==> config.mk <==
export PLATFORM = sky130hd
export DESIGN_NAME = gpc_port_cfg
export DESIGN_NICKNAME = d
export VERILOG_FILES = /design/src/logic/gpc_pkg.sv /design/src/logic/gpc_bank_if.sv /design/src/logic/gpc_port_cfg.sv /design/src/logic/gpc_subreg_bank.sv
export SDC_FILE = /design/constraint.sdc
export NUM_CORES = 1
export LEC_CHECK = 0
export BUFFER_PORTS_ARGS = -buffer_cell sky130_fd_sc_hd__buf_2
export CORE_UTILIZATION = 40
export DETAILED_ROUTE_END_ITERATION = 6
export PLACE_DENSITY = 0.58
export SLEW_MARGIN = 25
export SYNTH_ARGS = -nofsm -noshare
export SYNTH_HDL_FRONTEND = slang
export SYNTH_SLANG_ARGS = --single-unit
export TNS_END_PERCENT = 20
==> constraint.sdc <==
create_clock -name clock -period 2.8 [get_ports clock]
set_clock_uncertainty 0.2 [all_clocks]
set_input_delay 0.42 -clock clock [delete_from_list [all_inputs] [get_ports clock]]
set_output_delay 0.42 -clock clock [all_outputs]
set_load 0.03 [all_outputs]
==> src/logic/gpc_pkg.sv <==
// shared constants for the port pin configuration block
package gpc_pkg;

  localparam int GPC_DATA_W = 8;
  localparam int GPC_ALT_NUM = 4;

  typedef logic [GPC_DATA_W-1:0] gpc_byte_t;

  // sub-register indices selected through the port index register
  localparam gpc_byte_t GPC_IDX_NONE = 8'h00;
  localparam gpc_byte_t GPC_IDX_DIR = 8'h01;
  localparam gpc_byte_t GPC_IDX_AF = 8'h02;
  localparam gpc_byte_t GPC_IDX_OC = 8'h03;
  localparam gpc_byte_t GPC_IDX_HDE = 8'h04;
  localparam gpc_byte_t GPC_IDX_WAKE = 8'h05;
  localparam gpc_byte_t GPC_IDX_PUE = 8'h06;
  localparam gpc_byte_t GPC_IDX_AFS_LO = 8'h07;
  localparam gpc_byte_t GPC_IDX_AFS_HI = 8'h08;

  // register addresses: four bytes per port starting at the base
  localparam logic [11:0] GPC_BASE_ADDR = 12'hfd0;
  localparam logic [1:0] GPC_OFS_INDEX = 2'h0;
  localparam logic [1:0] GPC_OFS_WINDOW = 2'h1;
  localparam logic [1:0] GPC_OFS_INPUT = 2'h2;
  localparam logic [1:0] GPC_OFS_OUTPUT = 2'h3;

  // values after reset
  localparam gpc_byte_t GPC_RST_INDEX = 8'h00;
  localparam gpc_byte_t GPC_RST_DIR = 8'hff;
  localparam gpc_byte_t GPC_RST_AF = 8'h00;
  localparam gpc_byte_t GPC_RST_AF_SMALL = 8'h04;
  localparam gpc_byte_t GPC_RST_AFS = 8'h00;
  localparam gpc_byte_t GPC_RST_AFS_SMALL = 8'h04;
  localparam gpc_byte_t GPC_RST_ZERO = 8'h00;
  localparam gpc_byte_t GPC_RST_OUT = 8'h00;
  localparam gpc_byte_t GPC_RD_NONE = 8'h00;

endpackage : gpc_pkg

==> src/logic/gpc_bank_if.sv <==
// carrier between the top and one port's sub-register bank
`timescale 1ns/1ns
interface gpc_bank_if;
  import gpc_pkg::*;
  logic idx_wr;
  logic win_wr;
  logic out_wr;
  gpc_byte_t wdata;
  gpc_byte_t index;
  gpc_byte_t dir;
  gpc_byte_t af;
  gpc_byte_t oc;
  gpc_byte_t hde;
  gpc_byte_t wake;
  gpc_byte_t pue;
  gpc_byte_t afs_lo;
  gpc_byte_t afs_hi;
  gpc_byte_t outd;
  gpc_byte_t win_rdata;

  modport bank (
    input idx_wr, win_wr, out_wr, wdata,
    output index, dir, af, oc, hde, wake, pue, afs_lo, afs_hi, outd, win_rdata
  );
  modport top (
    output idx_wr, win_wr, out_wr, wdata,
    input index, dir, af, oc, hde, wake, pue, afs_lo, afs_hi, outd, win_rdata
  );
endinterface : gpc_bank_if

==> src/logic/gpc_port_cfg.sv <==
// general-purpose port pin configuration: registers, pin control and stop wake
`timescale 1ns/1ns
module gpc_port_cfg #(
  parameter int NUM_PORTS = 3,
  parameter bit SMALL_PKG = 1'b0
) (
  // clock and reset
  input wire logic clock,
  input wire logic sys_rst,
  // register access
  input wire logic [11:0] reg_addr,
  input wire logic reg_wr,
  input wire logic reg_rd,
  input wire gpc_pkg::gpc_byte_t reg_wdata,
  output gpc_pkg::gpc_byte_t reg_rdata,
  // pins
  input wire logic [NUM_PORTS-1:0][7:0] pin_i,
  output logic [NUM_PORTS-1:0][7:0] pin_o,
  output logic [NUM_PORTS-1:0][7:0] pin_oe,
  output logic [NUM_PORTS-1:0][7:0] pin_high_drive,
  output logic [NUM_PORTS-1:0][7:0] pin_pullup_en,
  // alternate functions
  input wire logic [NUM_PORTS-1:0][3:0][7:0] alt_o,
  input wire logic [NUM_PORTS-1:0][3:0][7:0] alt_oe,
  output logic [NUM_PORTS-1:0][7:0] alt_active,
  output logic [NUM_PORTS-1:0][7:0] alt_sel_lo,
  output logic [NUM_PORTS-1:0][7:0] alt_sel_hi,
  // stop mode
  input wire logic stop_mode,
  output logic stop_recovery
);
  import gpc_pkg::*;

  localparam logic [9:0] BASE_WORD = GPC_BASE_ADDR[11:2];

  gpc_byte_t idx_a [NUM_PORTS];
  gpc_byte_t win_a [NUM_PORTS];
  gpc_byte_t out_a [NUM_PORTS];
  gpc_byte_t wake_a [NUM_PORTS];
  logic [NUM_PORTS-1:0] hit;

  logic [NUM_PORTS-1:0][7:0] pin_in_reg, pin_in_next;
  logic [NUM_PORTS-1:0][7:0] pin_o_reg, pin_o_next;
  logic [NUM_PORTS-1:0][7:0] pin_oe_reg, pin_oe_next;
  logic [NUM_PORTS-1:0][7:0] hd_reg, hd_next;
  logic [NUM_PORTS-1:0][7:0] pu_reg, pu_next;
  logic [NUM_PORTS-1:0][7:0] alt_act_reg, alt_act_next;
  logic [NUM_PORTS-1:0][7:0] sel_lo_reg, sel_lo_next;
  logic [NUM_PORTS-1:0][7:0] sel_hi_reg, sel_hi_next;
  gpc_byte_t rdata_reg, rdata_next;
  logic wake_reg, wake_next;

  // one bank per port, each behind its own address group
  for (genvar p = 0; p < NUM_PORTS; p++) begin : g_port
    localparam gpc_byte_t AF_R = (SMALL_PKG && p == 0) ? GPC_RST_AF_SMALL : GPC_RST_AF;
    localparam gpc_byte_t AFS_R = (SMALL_PKG && p == 0) ? GPC_RST_AFS_SMALL : GPC_RST_AFS;
    localparam logic [9:0] MY_WORD = BASE_WORD + 10'(p);
    gpc_bank_if bif();

    assign hit[p] = (reg_addr[11:2] == MY_WORD);
    assign bif.wdata = reg_wdata;
    assign bif.idx_wr = reg_wr && hit[p] && reg_addr[1:0] == GPC_OFS_INDEX;
    assign bif.win_wr = reg_wr && hit[p] && reg_addr[1:0] == GPC_OFS_WINDOW;
    assign bif.out_wr = reg_wr && hit[p] && reg_addr[1:0] == GPC_OFS_OUTPUT;

    gpc_subreg_bank #(
      .AF_RST(AF_R),
      .AFS_RST(AFS_R)
    ) u_bank (
      .clock(clock),
      .sys_rst(sys_rst),
      .bus(bif.bank)
    );

    assign idx_a[p] = bif.index;
    assign win_a[p] = bif.win_rdata;
    assign out_a[p] = bif.outd;
    assign wake_a[p] = bif.wake;

    // per-pin drive decision
    always_comb begin
      logic [1:0] sel;
      logic val;
      logic en;
      sel = 2'b00;
      val = 1'b0;
      en = 1'b0;
      for (int b = 0; b < 8; b++) begin
        sel = {bif.afs_hi[b], bif.afs_lo[b]};
        if (bif.af[b]) begin
          val = alt_o[p][sel][b];
          en = alt_oe[p][sel][b];
        end else begin
          val = bif.outd[b];
          en = ~bif.dir[b];
        end
        pin_o_next[p][b] = val;
        // open drain releases a driven one, whoever is driving
        pin_oe_next[p][b] = en & ~(bif.oc[b] & val);
      end
      hd_next[p] = bif.hde;
      pu_next[p] = bif.pue;
      alt_act_next[p] = bif.af;
      sel_lo_next[p] = bif.afs_lo;
      sel_hi_next[p] = bif.afs_hi;
    end
  end

  // pins are sampled every cycle; input data reads the sample, wake compares the live pins with it
  always_comb begin
    pin_in_next = pin_i;
    wake_next = 1'b0;
    for (int p = 0; p < NUM_PORTS; p++) begin
      if (stop_mode && |((pin_i[p] ^ pin_in_reg[p]) & wake_a[p])) begin
        wake_next = 1'b1;
      end
    end
  end

  // read data registered; unmapped addresses read zero
  always_comb begin
    rdata_next = rdata_reg;
    if (reg_rd) begin
      rdata_next = GPC_RD_NONE;
      for (int p = 0; p < NUM_PORTS; p++) begin
        if (hit[p]) begin
          unique case (reg_addr[1:0])
            GPC_OFS_INDEX: rdata_next = idx_a[p];
            GPC_OFS_WINDOW: rdata_next = win_a[p];
            GPC_OFS_INPUT: rdata_next = pin_in_reg[p];
            GPC_OFS_OUTPUT: rdata_next = out_a[p];
          endcase
        end
      end
    end
  end

  always_ff @(posedge clock) begin
    if (sys_rst) begin
      pin_in_reg <= '0;
      pin_o_reg <= '0;
      pin_oe_reg <= '0;
      hd_reg <= '0;
      pu_reg <= '0;
      alt_act_reg <= '0;
      sel_lo_reg <= '0;
      sel_hi_reg <= '0;
      rdata_reg <= GPC_RD_NONE;
      wake_reg <= 1'b0;
    end else begin
      pin_in_reg <= pin_in_next;
      pin_o_reg <= pin_o_next;
      pin_oe_reg <= pin_oe_next;
      hd_reg <= hd_next;
      pu_reg <= pu_next;
      alt_act_reg <= alt_act_next;
      sel_lo_reg <= sel_lo_next;
      sel_hi_reg <= sel_hi_next;
      rdata_reg <= rdata_next;
      wake_reg <= wake_next;
    end
  end

  assign reg_rdata = rdata_reg;
  assign pin_o = pin_o_reg;
  assign pin_oe = pin_oe_reg;
  assign pin_high_drive = hd_reg;
  assign pin_pullup_en = pu_reg;
  assign alt_active = alt_act_reg;
  assign alt_sel_lo = sel_lo_reg;
  assign alt_sel_hi = sel_hi_reg;
  assign stop_recovery = wake_reg;

endmodule : gpc_port_cfg

==> src/logic/gpc_subreg_bank.sv <==
// index register, output data and configuration sub-registers of one port
`timescale 1ns/1ns
module gpc_subreg_bank #(
  parameter gpc_pkg::gpc_byte_t AF_RST = gpc_pkg::GPC_RST_AF,
  parameter gpc_pkg::gpc_byte_t AFS_RST = gpc_pkg::GPC_RST_AFS
) (
  // clock and reset
  input wire logic clock,
  input wire logic sys_rst,
  // access from the top
  gpc_bank_if.bank bus
);
  import gpc_pkg::*;

  gpc_byte_t index_reg, index_next;
  gpc_byte_t dir_reg, dir_next;
  gpc_byte_t af_reg, af_next;
  gpc_byte_t oc_reg, oc_next;
  gpc_byte_t hde_reg, hde_next;
  gpc_byte_t wake_reg, wake_next;
  gpc_byte_t pue_reg, pue_next;
  gpc_byte_t afs_lo_reg, afs_lo_next;
  gpc_byte_t afs_hi_reg, afs_hi_next;
  gpc_byte_t out_reg, out_next;

  always_comb begin
    index_next = bus.idx_wr ? bus.wdata : index_reg;
    out_next = bus.out_wr ? bus.wdata : out_reg;
    dir_next = dir_reg;
    af_next = af_reg;
    oc_next = oc_reg;
    hde_next = hde_reg;
    wake_next = wake_reg;
    pue_next = pue_reg;
    afs_lo_next = afs_lo_reg;
    afs_hi_next = afs_hi_reg;
    // window writes land in the sub-register the index selects
    if (bus.win_wr) begin
      unique case (index_reg)
        GPC_IDX_DIR: dir_next = bus.wdata;
        GPC_IDX_AF: af_next = bus.wdata;
        GPC_IDX_OC: oc_next = bus.wdata;
        GPC_IDX_HDE: hde_next = bus.wdata;
        GPC_IDX_WAKE: wake_next = bus.wdata;
        GPC_IDX_PUE: pue_next = bus.wdata;
        GPC_IDX_AFS_LO: afs_lo_next = bus.wdata;
        GPC_IDX_AFS_HI: afs_hi_next = bus.wdata;
        default: ;
      endcase
    end
  end

  always_comb begin
    unique case (index_reg)
      GPC_IDX_DIR: bus.win_rdata = dir_reg;
      GPC_IDX_AF: bus.win_rdata = af_reg;
      GPC_IDX_OC: bus.win_rdata = oc_reg;
      GPC_IDX_HDE: bus.win_rdata = hde_reg;
      GPC_IDX_WAKE: bus.win_rdata = wake_reg;
      GPC_IDX_PUE: bus.win_rdata = pue_reg;
      GPC_IDX_AFS_LO: bus.win_rdata = afs_lo_reg;
      GPC_IDX_AFS_HI: bus.win_rdata = afs_hi_reg;
      default: bus.win_rdata = GPC_RD_NONE;
    endcase
  end

  always_ff @(posedge clock) begin
    if (sys_rst) begin
      index_reg <= GPC_RST_INDEX;
      dir_reg <= GPC_RST_DIR;
      af_reg <= AF_RST;
      oc_reg <= GPC_RST_ZERO;
      hde_reg <= GPC_RST_ZERO;
      wake_reg <= GPC_RST_ZERO;
      pue_reg <= GPC_RST_ZERO;
      afs_lo_reg <= AFS_RST;
      afs_hi_reg <= AFS_RST;
      out_reg <= GPC_RST_OUT;
    end else begin
      index_reg <= index_next;
      dir_reg <= dir_next;
      af_reg <= af_next;
      oc_reg <= oc_next;
      hde_reg <= hde_next;
      wake_reg <= wake_next;
      pue_reg <= pue_next;
      afs_lo_reg <= afs_lo_next;
      afs_hi_reg <= afs_hi_next;
      out_reg <= out_next;
    end
  end

  assign bus.index = index_reg;
  assign bus.dir = dir_reg;
  assign bus.af = af_reg;
  assign bus.oc = oc_reg;
  assign bus.hde = hde_reg;
  assign bus.wake = wake_reg;
  assign bus.pue = pue_reg;
  assign bus.afs_lo = afs_lo_reg;
  assign bus.afs_hi = afs_hi_reg;
  assign bus.outd = out_reg;

endmodule : gpc_subreg_bank

==> flow_metrics.tcl, run 1 <==
set metrics [dict create \
    layout.cells.most_common "sky130_fd_sc_hd__dfxtp_1" \
    post_synth.cell_area_avg_um2 9.22 \
    clkTransAtPathRegs_ps 60 \
    yosys_warnings 0 \
    cap_violations 0 \
    final_min_period_over_clock_period_pct 99.3 \
    die_height_um 220 \
    final_cell_mix "sky130_fd_sc_hd__dfxtp_1 (441), sky130_fd_sc_hd__buf_2 (416), sky130_fd_sc_hd__nand2_1 (303)" \
    synth_top_family_by_area "simple AND/OR/NAND/NOR gates" \
    count_of_flip_flops_with_a_built_in_enable_after_synthesis 0 \
    final_net_count 2758 \
    critical_path.n_buffers_inverters 0 \
    required_ps 3060 \
    failed_checks "design-rule violations" \
    synth-seq-cells 441 \
    floorplan.initialDensity_pct 40.8 \
    areaGrowthSynthToFinish_pct 26.0 \
    synth_compound_area_share_pct 11.0 \
    route.detailed.drc 23 \
    r2r_slack_ps 20 \
    path_cells "mux2_2 -> a22oi_1 -> o2bb2ai_1 -> o21ai_0 -> a21oi_1 -> or4_1" \
    synth_adder_area_share_pct 0 \
    power.leakage_nw 9.88 \
    numClockSinks 441 \
    global_route.usage.met3_pct 4.99 \
    die-area_um2 48600 \
    post_synth_xor_area_fraction_pct 1.10 \
    vdd.ir_drop.worst_mv 0.357 \
    setup.worst_path.class "reg2reg" \
    critical_path.max_fanout 9 \
    cell_area_after_layout_um2 24000 \
    clock_tree.htree_level_count 2 \
    ys_async_sr_fraction_pct 0 \
    clk_latency_ps 590 \
    worstSetupStartpointType "register" \
    synth_cell_type_count 69 \
    final-hold-violation-count 0 \
    max_freq_mhz 360 \
    hold_path_end "pin_o[4]" \
    globalplace.congestion 0.941 \
    rr_worst_depth 6 \
    critPathSlowestCell "sky130_fd_sc_hd__dfxtp_1" \
    clock_buffers_created_by_tritoncts 48 \
    grtUsageMet2_pct 44.2 \
    placedInstanceArea_um2 22200 \
    critPathArrivalTime_ps 3030 \
    setup_viol 0 \
    cts-root-to-sink-buffers 3 \
    cellPowerDensity_nw_per_um2 557 \
    globalRouteMet1Util_pct 40.1 \
    place.port_buffers 417 \
    synth_fp_nets 2309 \
    combined_global_route_utilization_of_all_metal_layers_pct 28.4 \
    final_layout_size_suffix_gt1_share_pct 27.5 \
    worst_pin_slew_ps 1060 \
    netlist_area_um2 19100 \
    clock_tree.root_cell "sky130_fd_sc_hd__clkbuf_16" \
    grt_max_degree 207 \
    fp.coreArea_um2 46800 \
    grt_pass1_wl_um 103000 \
    sum_of_routed_wire_length_over_all_layers_um 70500 \
    critical_path.top_delay_family "compound AO/OA/AOI/OAI gates" \
    drt_iter0_markers 1538 \
    ant_nets 0 \
    post_cts_buffers 0 \
    crit-reg2reg-launch "g_port[0].u_bank.bus.index[2]" \
    status "finished with violations" \
    setup_slack_ps 20.1 \
    yosys.area_share.simple_pct 21.8 \
    report.power.total_w 0.0134 \
    die_w_um 220 \
    average_via_count_per_standard_cell 5.53 \
    period_needed_ps 2780 \
    min-delay-path-class "in2reg" \
    slew_headroom_pct 29.2 \
    via_count_of_the_first_global_routing_pass 16491 \
    grt.overflow.total 0 \
    antenna_found_initial 2 \
    dp_worst_setup_slack_ps -222 \
    synth_ff_type "sky130_fd_sc_hd__dfxtp_1" \
    whs_path_depth 4 \
    core.rowCount 79 \
    dp_hpwl_um 51800 \
    vias 17443 \
    synthesis.instances 2068 \
    cts_tree "done" \
    timing.critical_path.slowest_cell_delay_ps 630 \
    pin_count 418 \
    worst_setup_path_end_kind "register" \
    grt.busiest_layer "met2" \
    hp-start "alt_o[28]" \
    rr_endpoint "reg_rdata[6]" \
    rsz_0062_raised_after_global_routing "false" \
    drt-wirelength-per-cell_um 22.3 \
    muxShareOfSynthArea_pct 16.4 \
    maxSlewViolCount 0 \
    synth.yosys.seq_area_share_pct 46.3 \
    drt_pre_antenna_iters 7 \
]
-- worst max-delay path by stage --
| stage | from | depth (start not counted) | end |
|---|---|---|---|
| 3_3_place_gp | reg_addr[1] | 8 | reg_rdata[0] |
| 4_1_cts | g_port[0].u_bank.bus.index[2] | 6 | g_port[0].u_bank.bus.afs_hi[4] |
| 3_5_place_dp | reg_addr[0] | 8 | reg_rdata[0] |
| 5_1_grt | g_port[0].u_bank.bus.index[2] | 7 | reg_rdata[6] |
| 2_1_floorplan | reg_addr[1] | 7 | g_port[2].u_bank.bus.wake[0] |
| 6_report | g_port[0].u_bank.bus.index[2] | 6 | reg_rdata[6] |
-- Yosys cell counts, types with 7 or more instances --
library cell               count  area [um2]
sky130_fd_sc_hd__a21oi_1     174         871
sky130_fd_sc_hd__and3_1        9        56.3
sky130_fd_sc_hd__nor3_1       35         175
sky130_fd_sc_hd__o21ai_0      38         190
sky130_fd_sc_hd__xor2_1       24         210
sky130_fd_sc_hd__clkbuf_1    113         424
sky130_fd_sc_hd__mux2_2       24         270
sky130_fd_sc_hd__nand3_1      46         230
sky130_fd_sc_hd__buf_2        25         125
sky130_fd_sc_hd__or4_1         7        52.6
sky130_fd_sc_hd__mux4_2       55        1240
sky130_fd_sc_hd__nand2_1     304        1140
sky130_fd_sc_hd__nor2b_1     173        1080
sky130_fd_sc_hd__nor2_1      198         743
sky130_fd_sc_hd__o22ai_1      29         181
sky130_fd_sc_hd__nand4_1      11        68.8
sky130_fd_sc_hd__buf_1         7        26.3
sky130_fd_sc_hd__dfxtp_1     441        8830
sky130_fd_sc_hd__inv_1        15        56.3
sky130_fd_sc_hd__nor4_1       10        62.6
sky130_fd_sc_hd__a22oi_1      42         315
sky130_fd_sc_hd__mux2i_1     161        1610
sky130_fd_sc_hd__or3_1         7        43.8
-- cell families (layout without fill, tap and decap cells) --
family / Yosys count / after routing
other cells: 0 / 2
buf+inv: 162 / 642
xor+xnor: 24 / 24
flops: 441 / 441
compound gates: 348 / 348
mux: 240 / 240
simple gates: 853 / 853
-- per-stage QoR --
step           instances  util (%)  hold slack, ps  TNS, ps
6_report            3157      51.4             128        0
5_1_grt             3157      51.4             124        0
4_1_cts             3155      51.4            96.1        0
3_5_place_dp        3046      47.4             246     -361
3_3_place_gp        3046      47.4             239     -149
2_1_floorplan       2068         -             231        0
-- repair_timing --
| item | CTS | global route |
|---|---|---|
| hold endpoints to repair | 31 | 0 |
| endpoints found under the setup margin | 0 | 9 |
| hold buffers | 28 | 0 |
| gates resized for setup | 0 | 2 |
-- area by class of cell --
| type | count | area (um2) |
|---|---|---|
| repair buffers | 545 | 3190 |
| well taps | 607 | 759 |
| diodes | 2 | 5.00 |
| multi-input cells | 1465 | 9610 |
| clock buffers | 64 | 1370 |
| inverters | 16 | 60.1 |
| fillers | 4429 | 22700 |
| clock inverters | 17 | 195 |
| flip-flops and latches | 441 | 8830 |
-- power by group --
part / internal, W / switching (W) / total (W)
Combinational: 0.000284 / 0.000412 / 0.000696
Clock: 0.00379 / 0.00258 / 0.00637
Sequential: 0.00630 / 0.0000256 / 0.00632
-- per-layer routing --
layer  wire length [um]  vias up
met3               5090      101
met1              31800     8490
li1                   -     8119
met5                  0        -
met4               1790        0
met2              31800      733
-- worst min-delay path, stage by stage --
cell,delay (ps)
sky130_fd_sc_hd__buf_2,70
sky130_fd_sc_hd__mux4_2,220
sky130_fd_sc_hd__mux2i_1,80
sky130_fd_sc_hd__nor2_1,80
Power figures use the tool's default switching activity.
==> run 2: changes to the inputs <==
CORE_UTILIZATION = 25   (was 40)
PLACE_DENSITY = 0.39   (was 0.58)
==> run 2 against run 1 <==
Effect of this change: the flow now finishes without violations; setup slack improved by 140 ps; non-clock buffer count rose by 17; critical path depth rose by 1; combinational power rose by 4.5%; die area rose by 59%; sequential share of layout area fell by 1.4 points; global-route usage fell by 7.8 points; sequential power barely moved; total power rose by 7.9%; first-iteration DRC count fell by 21%; critical path type unchanged.
==> flow_metrics.tcl, run 2 (synthesis results as in run 1) <==
set metrics [dict create \
    status "finished, final reports clean" \
    final_cell_mix "sky130_fd_sc_hd__dfxtp_1 (440), sky130_fd_sc_hd__buf_2 (416), sky130_fd_sc_hd__nand2_1 (304)" \
    critical_path.n_buffers_inverters 1 \
    core.rowCount 100 \
    grt.overflow.total 0 \
    timing.critical_path.slowest_cell_delay_ps 560 \
    drt_iter0_markers 1210 \
    dp_worst_setup_slack_ps -214 \
    placedInstanceArea_um2 22800 \
    path_cells "buf_12 -> mux4_2 -> a32oi_1 -> o22ai_1 -> a21oi_1 -> a2111oi_0 -> or4_1" \
    critical_path.top_delay_family "compound AO/OA/AOI/OAI gates" \
    antenna_found_initial 7 \
    required_ps 3080 \
    drt_pre_antenna_iters 6 \
    sequential_cell_area_um2 8830 \
    cts-root-to-sink-buffers 3 \
    numClockSinks 441 \
    whs_ps 103 \
    final_net_count 2781 \
    power.leakage_nw 10.1 \
    final-hold-violation-count 0 \
    dp_hpwl_um 60200 \
    vdd.ir_drop.worst_mv 0.485 \
    cts_tree "done" \
    die_w_um 278 \
    sum_of_routed_wire_length_over_all_layers_um 81900 \
    max_freq_mhz 378 \
    clock_buffers_created_by_tritoncts 54 \
    clock_tree.htree_level_count 2 \
    setup_viol 0 \
    cellPowerDensity_nw_per_um2 578 \
    floorplan.initialDensity_pct 25.4 \
    grt_pass1_wl_um 118000 \
    clk_latency_ps 610 \
    maxSlewViolCount 0 \
    slew_headroom_pct 36.0 \
    setup_slack_ps 158 \
    layout.filler_cells 7835 \
    pin_count 418 \
    critical_path.max_fanout 19 \
    average_via_count_per_standard_cell 4.88 \
    globalplace.congestion 0.843 \
    period_needed_ps 2640 \
    clkTransAtPathRegs_ps 60 \
    rsz_0062_raised_after_global_routing "false" \
    vias 17349 \
    ant_nets 0 \
    clock_tree.root_cell "sky130_fd_sc_hd__clkbuf_16" \
    setup_tns_ps 0 \
    route.detailed.drc 0 \
    via_count_of_the_first_global_routing_pass 17356 \
    combined_global_route_utilization_of_all_metal_layers_pct 20.6 \
    drt-wirelength-per-cell_um 23.0 \
    layout.core_utilization_pct 33.3 \
    areaGrowthSynthToFinish_pct 31.0 \
    fp.coreArea_um2 74900 \
    worst_setup_path_end_kind "register" \
    min-delay-path-class "in2reg" \
    multi_input_comb_area_um2 9620 \
    grt_max_degree 151 \
    die_height_um 278 \
    die-area_um2 77400 \
    place.port_buffers 417 \
    setup.worst_path.class "reg2reg" \
    critPathSlowestCell "sky130_fd_sc_hd__dfxtp_1" \
    worst_pin_slew_ps 960 \
    critPathArrivalTime_ps 2930 \
    final_layout_size_suffix_gt1_share_pct 28.5 \
    final_min_period_over_clock_period_pct 94.4 \
    cell_area_after_layout_um2 25000 \
    cap_violations 0 \
    worstSetupStartpointType "register" \
    layout.cells.most_common "sky130_fd_sc_hd__dfxtp_1" \
]
## run 2: cell count changes in the layout (fill, tap and decap cells not counted), moves of 2 or more
| cell | previous run | this run |
|---|---|---|
| sky130_fd_sc_hd__dlygate4sd3_1 | 28 | 26 |
| sky130_fd_sc_hd__buf_12 | 5 | 10 |
| sky130_fd_sc_hd__clkbuf_8 | 9 | 13 |
| sky130_fd_sc_hd__inv_6 | 2 | 0 |
| sky130_fd_sc_hd__clkbuf_16 | 49 | 57 |
| sky130_fd_sc_hd__clkinv_2 | 10 | 14 |
| sky130_fd_sc_hd__clkbuf_1 | 6 | 11 |
| sky130_fd_sc_hd__buf_4 | 94 | 109 |
## run 2: worst paths after layout
check	start	end	slack, ps	cells after the start
max reg2reg	g_port[0].u_bank.bus.index[2]	reg_rdata[4]	160	7
min reg2reg	g_port[2].u_bank.bus.pue[4]	g_port[2].u_bank.bus.pue[4]	250	2
min	alt_o[16]	pin_o[0]	100	4
max	g_port[0].u_bank.bus.index[2]	reg_rdata[4]	160	7
## run 2: layout make-up
| class | instances | area share [%] |
|---|---|---|
| Clock buffer | 81 | 6.59 |
| Timing Repair Buffer | 562 | 13.5 |
| Sequential cell | 441 | 35.3 |
| Antenna cell | 1 | 0.0100 |
| Clock inverter | 21 | 0.946 |
| Multi-Input combinational cell | 1465 | 38.5 |
| Tap cell | 969 | 4.85 |
| Inverter | 16 | 0.240 |
## run 2: power by group
part,internal (W),switching [W]
logic,0.000293,0.000434
registers,0.00630,0.0000229
clock network,0.00451,0.00290
## run 2: metal layers
metal,part of all wire (%),GRT usage [%],vias to the layer above
li1,-,-,8183
met1,45,27.5,8481
met2,46,33.6,568
met3,6.2,4.26,109
met4,2.2,5.61,8
met5,0.048,0,-
## run 2: what timing repair did
| action | CTS | global route |
|---|---|---|
| setup buffers | 0 | 2 |
| hold buffers | 26 | 0 |
| gates resized for setup | 2 | 3 |
| hold endpoints to repair | 27 | 0 |
| setup endpoints to repair | 3 | 26 |
## run 2: worst min-delay path, stage by stage
cell                      delay [ps]
sky130_fd_sc_hd__buf_2            70
sky130_fd_sc_hd__mux4_2          220
sky130_fd_sc_hd__mux2i_1          80
sky130_fd_sc_hd__nor2_1           80
## run 2: through the flow
stage	instances	total power (W)
floorplan	2068	0.00676
global placement	3425	0.00715
detailed placement	3425	0.00715
CTS	3553	0.0147
global route	3556	0.0150
finish	3556	0.0144
